[config.mk]
export PLATFORM = sky130hd
export DESIGN_NAME = ssm_top
export DESIGN_NICKNAME = d
export VERILOG_FILES = /design/src/verilog/ssm_pkg.sv /design/src/verilog/ssm_top.sv
export SDC_FILE = /design/constraint.sdc
export NUM_CORES = 2
export LEC_CHECK = 0
export BUFFER_PORTS_ARGS = -buffer_cell sky130_fd_sc_hd__buf_2
export CAP_MARGIN = 5
export CORE_UTILIZATION = 62
export CTS_CLUSTER_DIAMETER = 50
export DETAILED_ROUTE_END_ITERATION = 10
export PLACE_DENSITY_LB_ADDON = 0.25
export SYNTH_ARGS = -nofsm -noshare
export SYNTH_HDL_FRONTEND = slang
export SYNTH_SLANG_ARGS = --single-unit
[constraint.sdc]
create_clock -name clock -period 14.21 [get_ports clock]
set_clock_uncertainty 0.15 [all_clocks]
set_input_delay 4.263 -clock clock [delete_from_list [all_inputs] [get_ports clock]]
set_output_delay 4.263 -clock clock [all_outputs]
set_load 0.02 [all_outputs]
[src/verilog/ssm_pkg.sv]
// package for the servo sequence monitor: register map, resets, types
// assumes a single 200 MHz clock and a plain word-indexed register port
package ssm_pkg;

  // clock and ramp timing
  localparam int unsigned CLK_PERIOD_NS = 5;
  localparam int unsigned RAMP_UNIT_NS  = 2000; // 2 ms per 1000 r/min
  localparam int unsigned RAMP_UNIT_CYC =
    (RAMP_UNIT_NS + CLK_PERIOD_NS - 1) / CLK_PERIOD_NS;

  // register indices
  localparam logic [4:0] REG_JOG_SPEED     = 5'h00;
  localparam logic [4:0] REG_SOFT_ACCEL    = 5'h01;
  localparam logic [4:0] REG_SOFT_DECEL    = 5'h02;
  localparam logic [4:0] REG_MAX_TORQUE    = 5'h03;
  localparam logic [4:0] REG_INPOS_RANGE   = 5'h04;
  localparam logic [4:0] REG_ZERO_LEVEL    = 5'h05;
  localparam logic [4:0] REG_ROT_LEVEL     = 5'h06;
  localparam logic [4:0] REG_OVF_LEVEL     = 5'h07;
  localparam logic [4:0] REG_OVF_DISABLE   = 5'h08;
  localparam logic [4:0] REG_PROHIBIT_SEL  = 5'h09;
  localparam logic [4:0] REG_ALARM_SEL     = 5'h0a;
  localparam logic [4:0] REG_PRESET0       = 5'h0b; // 0x0b..0x0e
  localparam logic [4:0] REG_CTRL_MODE     = 5'h0f;
  localparam logic [4:0] REG_TORQUE_SWITCH = 5'h10;
  localparam logic [4:0] REG_WARN_SELECT   = 5'h11;
  localparam logic [4:0] REG_STATUS        = 5'h12;
  localparam logic [4:0] REG_DEV_LO        = 5'h13;
  localparam logic [4:0] REG_DEV_HI        = 5'h14;

  // reset values
  localparam logic [15:0] RST_JOG_SPEED   = 16'h00c8;
  localparam logic [15:0] RST_SOFT_TIME   = 16'h0000;
  localparam logic [15:0] RST_MAX_TORQUE  = 16'h012c;
  localparam logic [15:0] RST_INPOS_RANGE = 16'h0019;
  localparam logic [15:0] RST_ZERO_LEVEL  = 16'h0014;
  localparam logic [15:0] RST_ROT_LEVEL   = 16'h0032;
  localparam logic [15:0] RST_OVF_LEVEL   = 16'h0064;
  localparam logic [15:0] RST_ZERO        = 16'h0000;

  // limits and fixed figures
  localparam logic [15:0] JOG_SPEED_MAX   = 16'h01f4;
  localparam logic [15:0] SOFT_TIME_MAX   = 16'h1388;
  localparam logic [15:0] HYST_RPM        = 16'h000a;
  localparam logic [15:0] COUNT_MAX_15    = 16'h7fff;
  localparam int unsigned OVF_SHIFT       = 8;  // x256 pulses
  localparam logic [1:0]  TORQUE_SW_NO1   = 2'h2;
  localparam logic [1:0]  WARN_ZERO_SPEED = 2'h1;

  // status register bit positions
  localparam int unsigned ST_INP   = 0;
  localparam int unsigned ST_ZERO  = 1;
  localparam int unsigned ST_ROT   = 2;
  localparam int unsigned ST_OVF   = 3;
  localparam int unsigned ST_ALARM = 4;
  localparam int unsigned ST_BRAKE = 5;
  localparam int unsigned ST_FREE  = 6;
  localparam int unsigned ST_LOCK  = 7;

  typedef enum logic [1:0] {
    SSM_MODE_POSITION  = 2'b00,
    SSM_MODE_INT_SPEED = 2'b01
  } ssm_mode_type;

  typedef enum logic [1:0] {
    SSM_ALM_RUN   = 2'b00,
    SSM_ALM_DECEL = 2'b01,
    SSM_ALM_STOP  = 2'b10
  } ssm_alm_type;

  typedef struct packed {
    logic [4:0]  addr;
    logic [15:0] wdata;
    logic        wr;
    logic        rd;
  } ssm_bus_type;

endpackage

[src/verilog/ssm_top.sv]
// servo sequence monitor: presets, jog, ramp, torque limit, detectors,
// deviation counter with overflow alarm, prohibit and alarm stop
// assumes inputs synchronous to clock; speed feedback in signed r/min
//
// Chosen here: the register addresses and strobed register access.
`timescale 1ns/1ps

module ssm_top #(
  parameter logic [15:0] TORQUE_LIMIT2 = 16'h0064
) (
  input  wire logic                clock,
  input  wire logic                rstn,
  input  wire ssm_pkg::ssm_bus_type bus,
  output      logic [15:0]         rdata,
  input  wire logic                power_cycle,
  input  wire logic [1:0]          preset_sel,
  input  wire logic                jog_req,
  input  wire logic                jog_reverse,
  input  wire logic                limit_sel,
  input  wire logic signed [15:0]  motor_speed,
  input  wire logic                enc_a,
  input  wire logic                enc_b,
  input  wire logic                cmd_pulse,
  input  wire logic                cmd_reverse,
  input  wire logic                forward_prohibit_in,
  input  wire logic                reverse_prohibit_in,
  input  wire logic                alarm_in,
  input  wire logic                alarm_reset,
  output      logic signed [15:0]  speed_ref,
  output      logic [15:0]         torque_limit_fwd,
  output      logic [15:0]         torque_limit_rev,
  output      logic                dyn_brake_out,
  output      logic                servo_free_out,
  output      logic                servo_lock_out,
  output      logic                positioning_done_out,
  output      logic                zero_speed_out,
  output      logic                rotation_detect_out,
  output      logic                overflow_alarm_out
);
  import ssm_pkg::*;

  // elaboration check: second limit must not exceed the accepted maximum torque cap
  if (TORQUE_LIMIT2 > RST_MAX_TORQUE) begin
    $error("second torque limit above the permitted cap");
  end

  function automatic logic [15:0] mag16(input logic signed [15:0] v);
    mag16 = v[15] ? 16'(-v) : 16'(v);
  endfunction

  function automatic logic [31:0] mag32(input logic signed [31:0] v);
    mag32 = v[31] ? 32'(-v) : 32'(v);
  endfunction

  // software-side settings, written over the register port
  logic [15:0]        w_q [0:17];
  // active settings, copied from the written set on power cycle
  logic [15:0]        a_q [0:17];
  logic               load_q;
  logic signed [31:0] dev_q;
  logic [1:0]         enc_q;
  logic               ovf_q;
  ssm_alm_type        alm_q;
  logic signed [15:0] ramp_q;
  logic [21:0]        tick_q;
  logic               zero_raw_q;
  logic [15:0]        status;

  function automatic logic [15:0] reset_of(input int i);
    unique case (i)
      int'(REG_JOG_SPEED):   reset_of = RST_JOG_SPEED;
      int'(REG_MAX_TORQUE):  reset_of = RST_MAX_TORQUE;
      int'(REG_INPOS_RANGE): reset_of = RST_INPOS_RANGE;
      int'(REG_ZERO_LEVEL):  reset_of = RST_ZERO_LEVEL;
      int'(REG_ROT_LEVEL):   reset_of = RST_ROT_LEVEL;
      int'(REG_OVF_LEVEL):   reset_of = RST_OVF_LEVEL;
      default:               reset_of = RST_ZERO;
    endcase
  endfunction

  // write acceptance; out-of-range values are simply dropped
  function automatic logic accept(input logic [4:0] a,
                                  input logic [15:0] d);
    unique case (a)
      REG_JOG_SPEED:   accept = d <= JOG_SPEED_MAX;
      REG_SOFT_ACCEL,
      REG_SOFT_DECEL:  accept = d <= SOFT_TIME_MAX;
      REG_MAX_TORQUE:  accept = d <= RST_MAX_TORQUE;
      REG_INPOS_RANGE,
      REG_OVF_LEVEL:   accept = d <= COUNT_MAX_15;
      REG_OVF_DISABLE: accept = d <= 16'h0001;
      REG_PROHIBIT_SEL: accept = d <= 16'h0002;
      REG_ALARM_SEL:   accept = d <= 16'h0003;
      default:         accept = a < REG_STATUS;
    endcase
  endfunction

  // written settings
  always_ff @(posedge clock or negedge rstn) begin
    if (!rstn) begin
      for (int i = 0; i < 18; i++) begin
        w_q[i] <= reset_of(i);
      end
    end else if (bus.wr && accept(bus.addr, bus.wdata)) begin
      w_q[bus.addr] <= bus.wdata;
    end
  end

  // active copy on power cycle and once on the first cycle after reset
  always_ff @(posedge clock or negedge rstn) begin
    if (!rstn) begin
      load_q <= 1'b1;
      for (int i = 0; i < 18; i++) begin
        a_q[i] <= reset_of(i);
      end
    end else begin
      load_q <= 1'b0;
      if (load_q || power_cycle) begin
        a_q <= w_q;
      end
    end
  end

  // register reads, one cycle after the strobe
  always_ff @(posedge clock or negedge rstn) begin
    if (!rstn) begin
      rdata <= 16'h0000;
    end else if (bus.rd) begin
      if (bus.addr < REG_STATUS) begin
        rdata <= w_q[bus.addr];
      end else if (bus.addr == REG_STATUS) begin
        rdata <= status;
      end else if (bus.addr == REG_DEV_LO) begin
        rdata <= dev_q[15:0];
      end else if (bus.addr == REG_DEV_HI) begin
        rdata <= dev_q[31:16];
      end else begin
        rdata <= 16'h0000;  // unmapped
      end
    end else begin
      rdata <= 16'h0000;
    end
  end

  always_comb begin
    status = 16'h0000;
    status[ST_INP]   = positioning_done_out;
    status[ST_ZERO]  = zero_speed_out;
    status[ST_ROT]   = rotation_detect_out;
    status[ST_OVF]   = ovf_q;
    status[ST_ALARM] = alm_q != SSM_ALM_RUN;
    status[ST_BRAKE] = dyn_brake_out;
    status[ST_FREE]  = servo_free_out;
    status[ST_LOCK]  = servo_lock_out;
  end

  wire logic alarm_any = alarm_in | ovf_q;
  wire logic int_speed = a_q[REG_CTRL_MODE][1:0] == SSM_MODE_INT_SPEED;
  wire logic [15:0] speed_mag = mag16(motor_speed);
  wire logic [15:0] psel = a_q[REG_PROHIBIT_SEL];
  // prohibit inputs taken directly, whatever the direction of motion
  wire logic fwd_block = forward_prohibit_in;
  wire logic rev_block = reverse_prohibit_in;
  wire logic prohibit  = fwd_block | rev_block;

  // x4 quadrature step from gray transitions
  logic signed [1:0] enc_step;
  always_comb begin
    unique case ({enc_q, enc_a, enc_b})
      4'b0001, 4'b0111, 4'b1110, 4'b1000: enc_step = 2'sd1;
      4'b0010, 4'b1011, 4'b1101, 4'b0100: enc_step = -2'sd1;
      default:                            enc_step = 2'sd0;
    endcase
  end

  // deviation: command pulses minus feedback counts
  always_ff @(posedge clock or negedge rstn) begin
    if (!rstn) begin
      enc_q <= 2'b00;
      dev_q <= 32'sd0;
    end else begin
      enc_q <= {enc_a, enc_b};
      // hold on alarm, clear on reset
      if (alarm_reset && !alarm_in) begin
        dev_q <= 32'sd0;
      end else if (alm_q == SSM_ALM_RUN && !alarm_any) begin
        dev_q <= dev_q + 32'(enc_step == 2'sd0 ? 0 : -int'(enc_step))
               + (cmd_pulse ? (cmd_reverse ? -32'sd1 : 32'sd1) : 32'sd0);
      end
    end
  end

  wire logic [31:0] dev_mag = mag32(dev_q);
  wire logic [31:0] ovf_lim = {16'h0000, a_q[REG_OVF_LEVEL]} << OVF_SHIFT;

  // overflow alarm; a new overflow wins over the reset
  always_ff @(posedge clock or negedge rstn) begin
    if (!rstn) begin
      ovf_q <= 1'b0;
    end else if (a_q[REG_OVF_DISABLE][0]) begin
      ovf_q <= 1'b0;
    end else if (dev_mag >= ovf_lim) begin
      ovf_q <= 1'b1;
    end else if (alarm_reset) begin
      ovf_q <= 1'b0;
    end
  end

  always_ff @(posedge clock or negedge rstn) begin
    if (!rstn) begin
      positioning_done_out <= 1'b0;
      overflow_alarm_out   <= 1'b0;
    end else begin
      positioning_done_out <= dev_mag < {16'h0000, a_q[REG_INPOS_RANGE]};
      overflow_alarm_out   <= ovf_q;
    end
  end

  // detectors with hysteresis; raw flag also tracks standstill
  always_ff @(posedge clock or negedge rstn) begin
    if (!rstn) begin
      zero_raw_q          <= 1'b1;
      zero_speed_out      <= 1'b0;
      rotation_detect_out <= 1'b0;
    end else begin
      // on below level, off at level plus 10
      if (speed_mag < a_q[REG_ZERO_LEVEL]) begin
        zero_raw_q <= 1'b1;
      end else if (speed_mag >= a_q[REG_ZERO_LEVEL] + HYST_RPM) begin
        zero_raw_q <= 1'b0;
      end
      zero_speed_out <= zero_raw_q &&
        a_q[REG_WARN_SELECT][1:0] == WARN_ZERO_SPEED;
      // on above level, off below level minus 10
      if (speed_mag > a_q[REG_ROT_LEVEL]) begin
        rotation_detect_out <= 1'b1;
      end else if (speed_mag + HYST_RPM < a_q[REG_ROT_LEVEL]) begin
        rotation_detect_out <= 1'b0;
      end
    end
  end

  // alarm stop sequence: decelerate, then standstill
  always_ff @(posedge clock or negedge rstn) begin
    if (!rstn) begin
      alm_q <= SSM_ALM_RUN;
    end else begin
      unique case (alm_q)
        SSM_ALM_RUN:   if (alarm_any) alm_q <= SSM_ALM_DECEL;
        SSM_ALM_DECEL: if (zero_raw_q) alm_q <= SSM_ALM_STOP;
        SSM_ALM_STOP:  if (alarm_reset && !alarm_any) alm_q <= SSM_ALM_RUN;
        default:       alm_q <= SSM_ALM_RUN;
      endcase
    end
  end

  // speed target: jog first, then presets in internal speed mode
  logic signed [15:0] target;
  always_comb begin
    if (jog_req) begin
      target = jog_reverse ? 16'(-$signed(a_q[REG_JOG_SPEED]))
                           : $signed(a_q[REG_JOG_SPEED]);
    end else if (int_speed) begin
      target = $signed(a_q[REG_PRESET0 + 5'(preset_sel)]);
    end else begin
      target = 16'sd0;
    end
    if (alm_q != SSM_ALM_RUN || (prohibit && psel == 16'h0002)) begin
      target = 16'sd0;
    end
  end

  // decelerating when heading toward zero or reversing
  wire logic decel = target == 16'sd0 || target[15] != ramp_q[15] ||
                     mag16(target) < mag16(ramp_q);
  wire logic [15:0] ramp_set = decel ? a_q[REG_SOFT_DECEL]
                                     : a_q[REG_SOFT_ACCEL];
  // cycles per 1 r/min step; 5000 x 400 still fits 22 bits
  wire logic [21:0] ramp_per = 22'(ramp_set) * 22'(RAMP_UNIT_CYC);

  // one r/min per setting x 2 us
  always_ff @(posedge clock or negedge rstn) begin
    if (!rstn) begin
      ramp_q <= 16'sd0;
      tick_q <= 22'h000000;
    end else if (ramp_q == target) begin
      tick_q <= 22'h000000;
    end else if (ramp_per == 22'h000000) begin
      ramp_q <= target;
    end else if (tick_q >= ramp_per - 22'h000001) begin
      tick_q <= 22'h000000;
      ramp_q <= (target > ramp_q) ? ramp_q + 16'sd1 : ramp_q - 16'sd1;
    end else begin
      tick_q <= tick_q + 22'h000001;
    end
  end

  // speed reference follows the ramp only in speed-type operation
  always_ff @(posedge clock or negedge rstn) begin
    if (!rstn) begin
      speed_ref <= 16'sd0;
    end else begin
      speed_ref <= (int_speed || jog_req) ? ramp_q : 16'sd0;
    end
  end

  // torque cap, selected limit, prohibit and alarm masking
  wire logic [15:0] cap = (a_q[REG_TORQUE_SWITCH][1:0] == TORQUE_SW_NO1
                           && limit_sel) ? TORQUE_LIMIT2
                                         : a_q[REG_MAX_TORQUE];
  always_ff @(posedge clock or negedge rstn) begin
    if (!rstn) begin
      torque_limit_fwd <= 16'h0000;
      torque_limit_rev <= 16'h0000;
    end else begin
      torque_limit_fwd <= cap;
      torque_limit_rev <= cap;
      if (alm_q != SSM_ALM_RUN || (fwd_block && psel != 16'h0002)) begin
        torque_limit_fwd <= 16'h0000;
      end
      if (alm_q != SSM_ALM_RUN || (rev_block && psel != 16'h0002)) begin
        torque_limit_rev <= 16'h0000;
      end
    end
  end

  // stop actions; an alarm outranks a prohibit input
  wire logic [1:0] asel = a_q[REG_ALARM_SEL][1:0];
  always_ff @(posedge clock or negedge rstn) begin
    if (!rstn) begin
      dyn_brake_out  <= 1'b0;
      servo_free_out <= 1'b0;
      servo_lock_out <= 1'b0;
    end else if (alm_q != SSM_ALM_RUN) begin
      // bit0 coast in decel, bit1 free at rest
      dyn_brake_out  <= alm_q == SSM_ALM_DECEL ? !asel[0] : !asel[1];
      servo_free_out <= alm_q == SSM_ALM_DECEL ? asel[0] : asel[1];
      servo_lock_out <= 1'b0;
    end else begin
      dyn_brake_out  <= prohibit && psel == 16'h0000;
      servo_free_out <= prohibit && psel == 16'h0001;
      servo_lock_out <= prohibit && psel == 16'h0002 && !int_speed;
    end
  end
endmodule

==> results.yml <==
sta:
  setup_viol: 0
  finalMaxSlewViolations: 0
  maxSlewHeadroom_pct: 20.9
  tightest_slew_ns: 1.19
  fmax_mhz: 74.4
  fin_crit_sh_pct: 94.6
  final-hold-violation-count: 0
  rsz0062_at_grt: "false"
  fin_crit_ns: 13.44
detailed_routing:
  wl_per_cell_um: 24.5
  vias: 28199
  drc: 0
  ant_nets: 0
  dr.pass1.iters: 5
  post_drt_via_cell_ratio: 6.43
  drt_wl_total_um: 107000
  drt_iter0_markers: 2345
clocking:
  cts.sinks: 696
  postCtsSetupBuffers: 0
  clk_pin_slew_ns: 0.05
  cts_buffers: 84
  worstSkewPairLatency_ns: 0.65
  cts_tree: "done"
  clock_tree.root_cell: "clkbuf_16"
  clk_path_buf_depth: 3
  cts.htree.levels: 3
finish:
  multi_input_area_um2: 21100
  fin_cells: 4386
  finalNetCount: 3812
  fillers: 4398
  final_common_cell: "dfrtp_1"
  mostFrequentLayoutCells: "dfrtp_1, mux2_2, ha_1"
  final-seq-area_um2: 17500
  final_area_um2: 44400
  drive_gt1_share_pct: 28.5
  final_util_pct: 70.2
  syn_to_final_growth_pct: 11.5
synthesis:
  synth.distinct_cells: 87
  syn-instance-count: 3359
  syn-num-nets: 3701
  avgSynthCellArea_um2: 11.8
  netlist_area_um2: 39800
  synth-edff-count: 0
  postSynth.asyncResetShare_pct: 100
  ys_ff_latch: 696
  synth_ff_type: "dfrtp_1"
  synth-warning-count: 0
  seq_area_frac_synth_pct: 43.9
worst_hold_path:
  min_from: "a_q[238]"
  hold_class: "flip-flop to flip-flop"
setup_path:
  start_kind: "primary input"
  max_stage_delay_ns: 0.50
  cp_top_family: "compound AO/OA/AOI/OAI gates"
  crit_top_cell: "ha_1"
  endpoint_kind: "flip-flop"
  crit_buf_inv: 5
  reg2reg_from: "a_q[274]"
  path_max_fanout: 21
  cp_slowest_cell: "mux4_2"
  crit_start: "preset_sel[0]"
  arrival_ns: 13.84
  cp.required_ns: 14.61
  path_class: "primary input to flip-flop"
placement:
  dp_hpwl_um: 76200
  place_congestion: 0.945
  placedInstanceArea_um2: 41400
  placed_cells: 4230
  io_buffers: 125
floorplanning:
  dieArea_um2: 65200
  start_util_pct: 63.0
  io_pins: 126
  core-area_um2: 63200
  std_cell_rows: 92
  die_width_um: 255
  die_y_um: 255
power:
  p_sw_mw: 2.59
  power.internal_mw: 4.64
  sw_frac_of_total_pct: 35.8
  p_leak_nw: 21.4
  p_total_mw: 7.23
  combPwrFrac_pct: 34.6
  clockPowerShare_pct: 30.6
  p_per_area_nw_per_um2: 163
  p_seq_share_pct: 34.8
  irDropWorstVdd_mv: 0.117
grt:
  grt-ovfl-total: 0
  grt_pass1_wl_um: 169000
  grt_pass1_vias: 29133
  grt_max_degree: 186
  grtUsageTotal_pct: 33.4
  antenna_found_initial: 6
status:
  status: "finished clean"
run:
  drv_cap: 0
worst reg2reg max path: cells and delay by family, from the launching register on:
kind                     cells  cell delay, ns
AO/OA/AOI/OAI               17            4.16
XOR/XNOR                     5            0.83
adder cells (fa/ha/maj)      6            1.87
buffers and inverters        2            0.34
flip-flops                   1            0.44
multiplexers                 1            0.37
AND/OR/NAND/NOR              7            2.05
cells in the mapped netlist (36+ instances only):
cell type	n	area, µm²
dfrtp_1	658	16500
mux2_2	492	5540
ha_1	245	3070
inv_1	181	679
nor2_1	157	589
nand2_1	140	526
clkbuf_1	133	499
xnor2_1	127	1110
a21oi_1	119	596
mux4_2	102	2300
o21ai_0	89	445
nor2b_1	87	544
mux2i_1	63	631
a21o_1	50	375
xor2_1	44	385
fa_1	42	841
or3_1	41	257
nand3_1	39	195
dfstp_2	38	998
nor3_1	36	180
final cells by class:
cell class	count	area share (%)
Antenna cell	1	0.00564
Clock buffer	112	5.29
Clock inverter	43	1.33
Inverter	183	1.55
Multi-Input combinational cell	2320	47.5
Sequential cell	696	39.4
Tap cell	846	2.39
Timing Repair Buffer	185	2.54
routing by layer:
| layer | track usage (%) | wire length (µm) | vias up |
|---|---|---|---|
| met3 | 5.93 | 6990 | 306 |
| li1 | - | - | 12394 |
| met1 | 44.0 | 43200 | 14458 |
| met5 | 0 | 48 | - |
| met2 | 53.6 | 51400 | 1035 |
| met4 | 16.4 | 5690 | 6 |
metrics by stage:
stage | hold slack [ns] | worst slack [ns] | setup TNS, ns
2_1_floorplan | 0.265 | 0.0197 | 0
3_3_place_gp | 0.333 | 0.107 | 0
3_5_place_dp | 0.340 | -0.222 | -3.32
4_1_cts | 0.352 | 0.383 | 0
5_1_grt | 0.366 | 0.0170 | 0
6_report | 0.347 | 0.773 | 0
power groups by stage:
| stage | combinational (mW) | sequential (mW) | clock [mW] |
|---|---|---|---|
| floorplan | 1.82 | 2.45 | 0 |
| global placement | 2.35 | 2.52 | 0 |
| detailed placement | 2.45 | 2.54 | 0 |
| CTS | 2.48 | 2.51 | 2.24 |
| global route | 2.76 | 2.54 | 2.31 |
| finish | 2.50 | 2.52 | 2.21 |
repair_timing:
| action | CTS | global route |
|---|---|---|
| hold buffers | 0 | 0 |
| gates resized for setup | 0 | 10 |
| endpoints found under the setup margin | 0 | 38 |
registers in the layout (all words and copies together), names as in the netlist, 2 cells and up:
signal,flops
a_q,244
psel,16
dev_q,32
enc_q,2
speed_ref,16
rdata,16
alm_q,2
w_q,288
torque_limit_fwd,16
torque_limit_rev,16
ramp_q,16
tick_q,22
path summary, 6_finish.rpt:
path / slack (ns) / cells after the start / endpoint
worst max-delay path: 0.77 / 42 / tick_q[8]
worst min-delay path: 0.35 / 1 / torque_limit_rev[14]
worst max register to register: 3.94 / 38 / tick_q[8]
worst min register to register: 0.35 / 1 / torque_limit_rev[14]
max in group asynchronous: 8.09 / 3 / dev_q[31]
min in group asynchronous: 3.49 / 1 / ramp_q[7]
logic make-up (layout without fill, tap and decap cells):
logic type | count (synthesis) | after routing | share of synthesized area (%)
flops | 696 | 696 | 43.9
simple gates | 680 | 680 | 8.84
mux | 658 | 658 | 21.3
compound gates | 522 | 522 | 8.99
buf+inv | 343 | 523 | 3.31
fa+ha+maj | 287 | 287 | 9.82
xor+xnor | 172 | 172 | 3.81
other cells | 1 | 2 | 0.00943
Note: power is estimated with default switching activity, not from simulation.
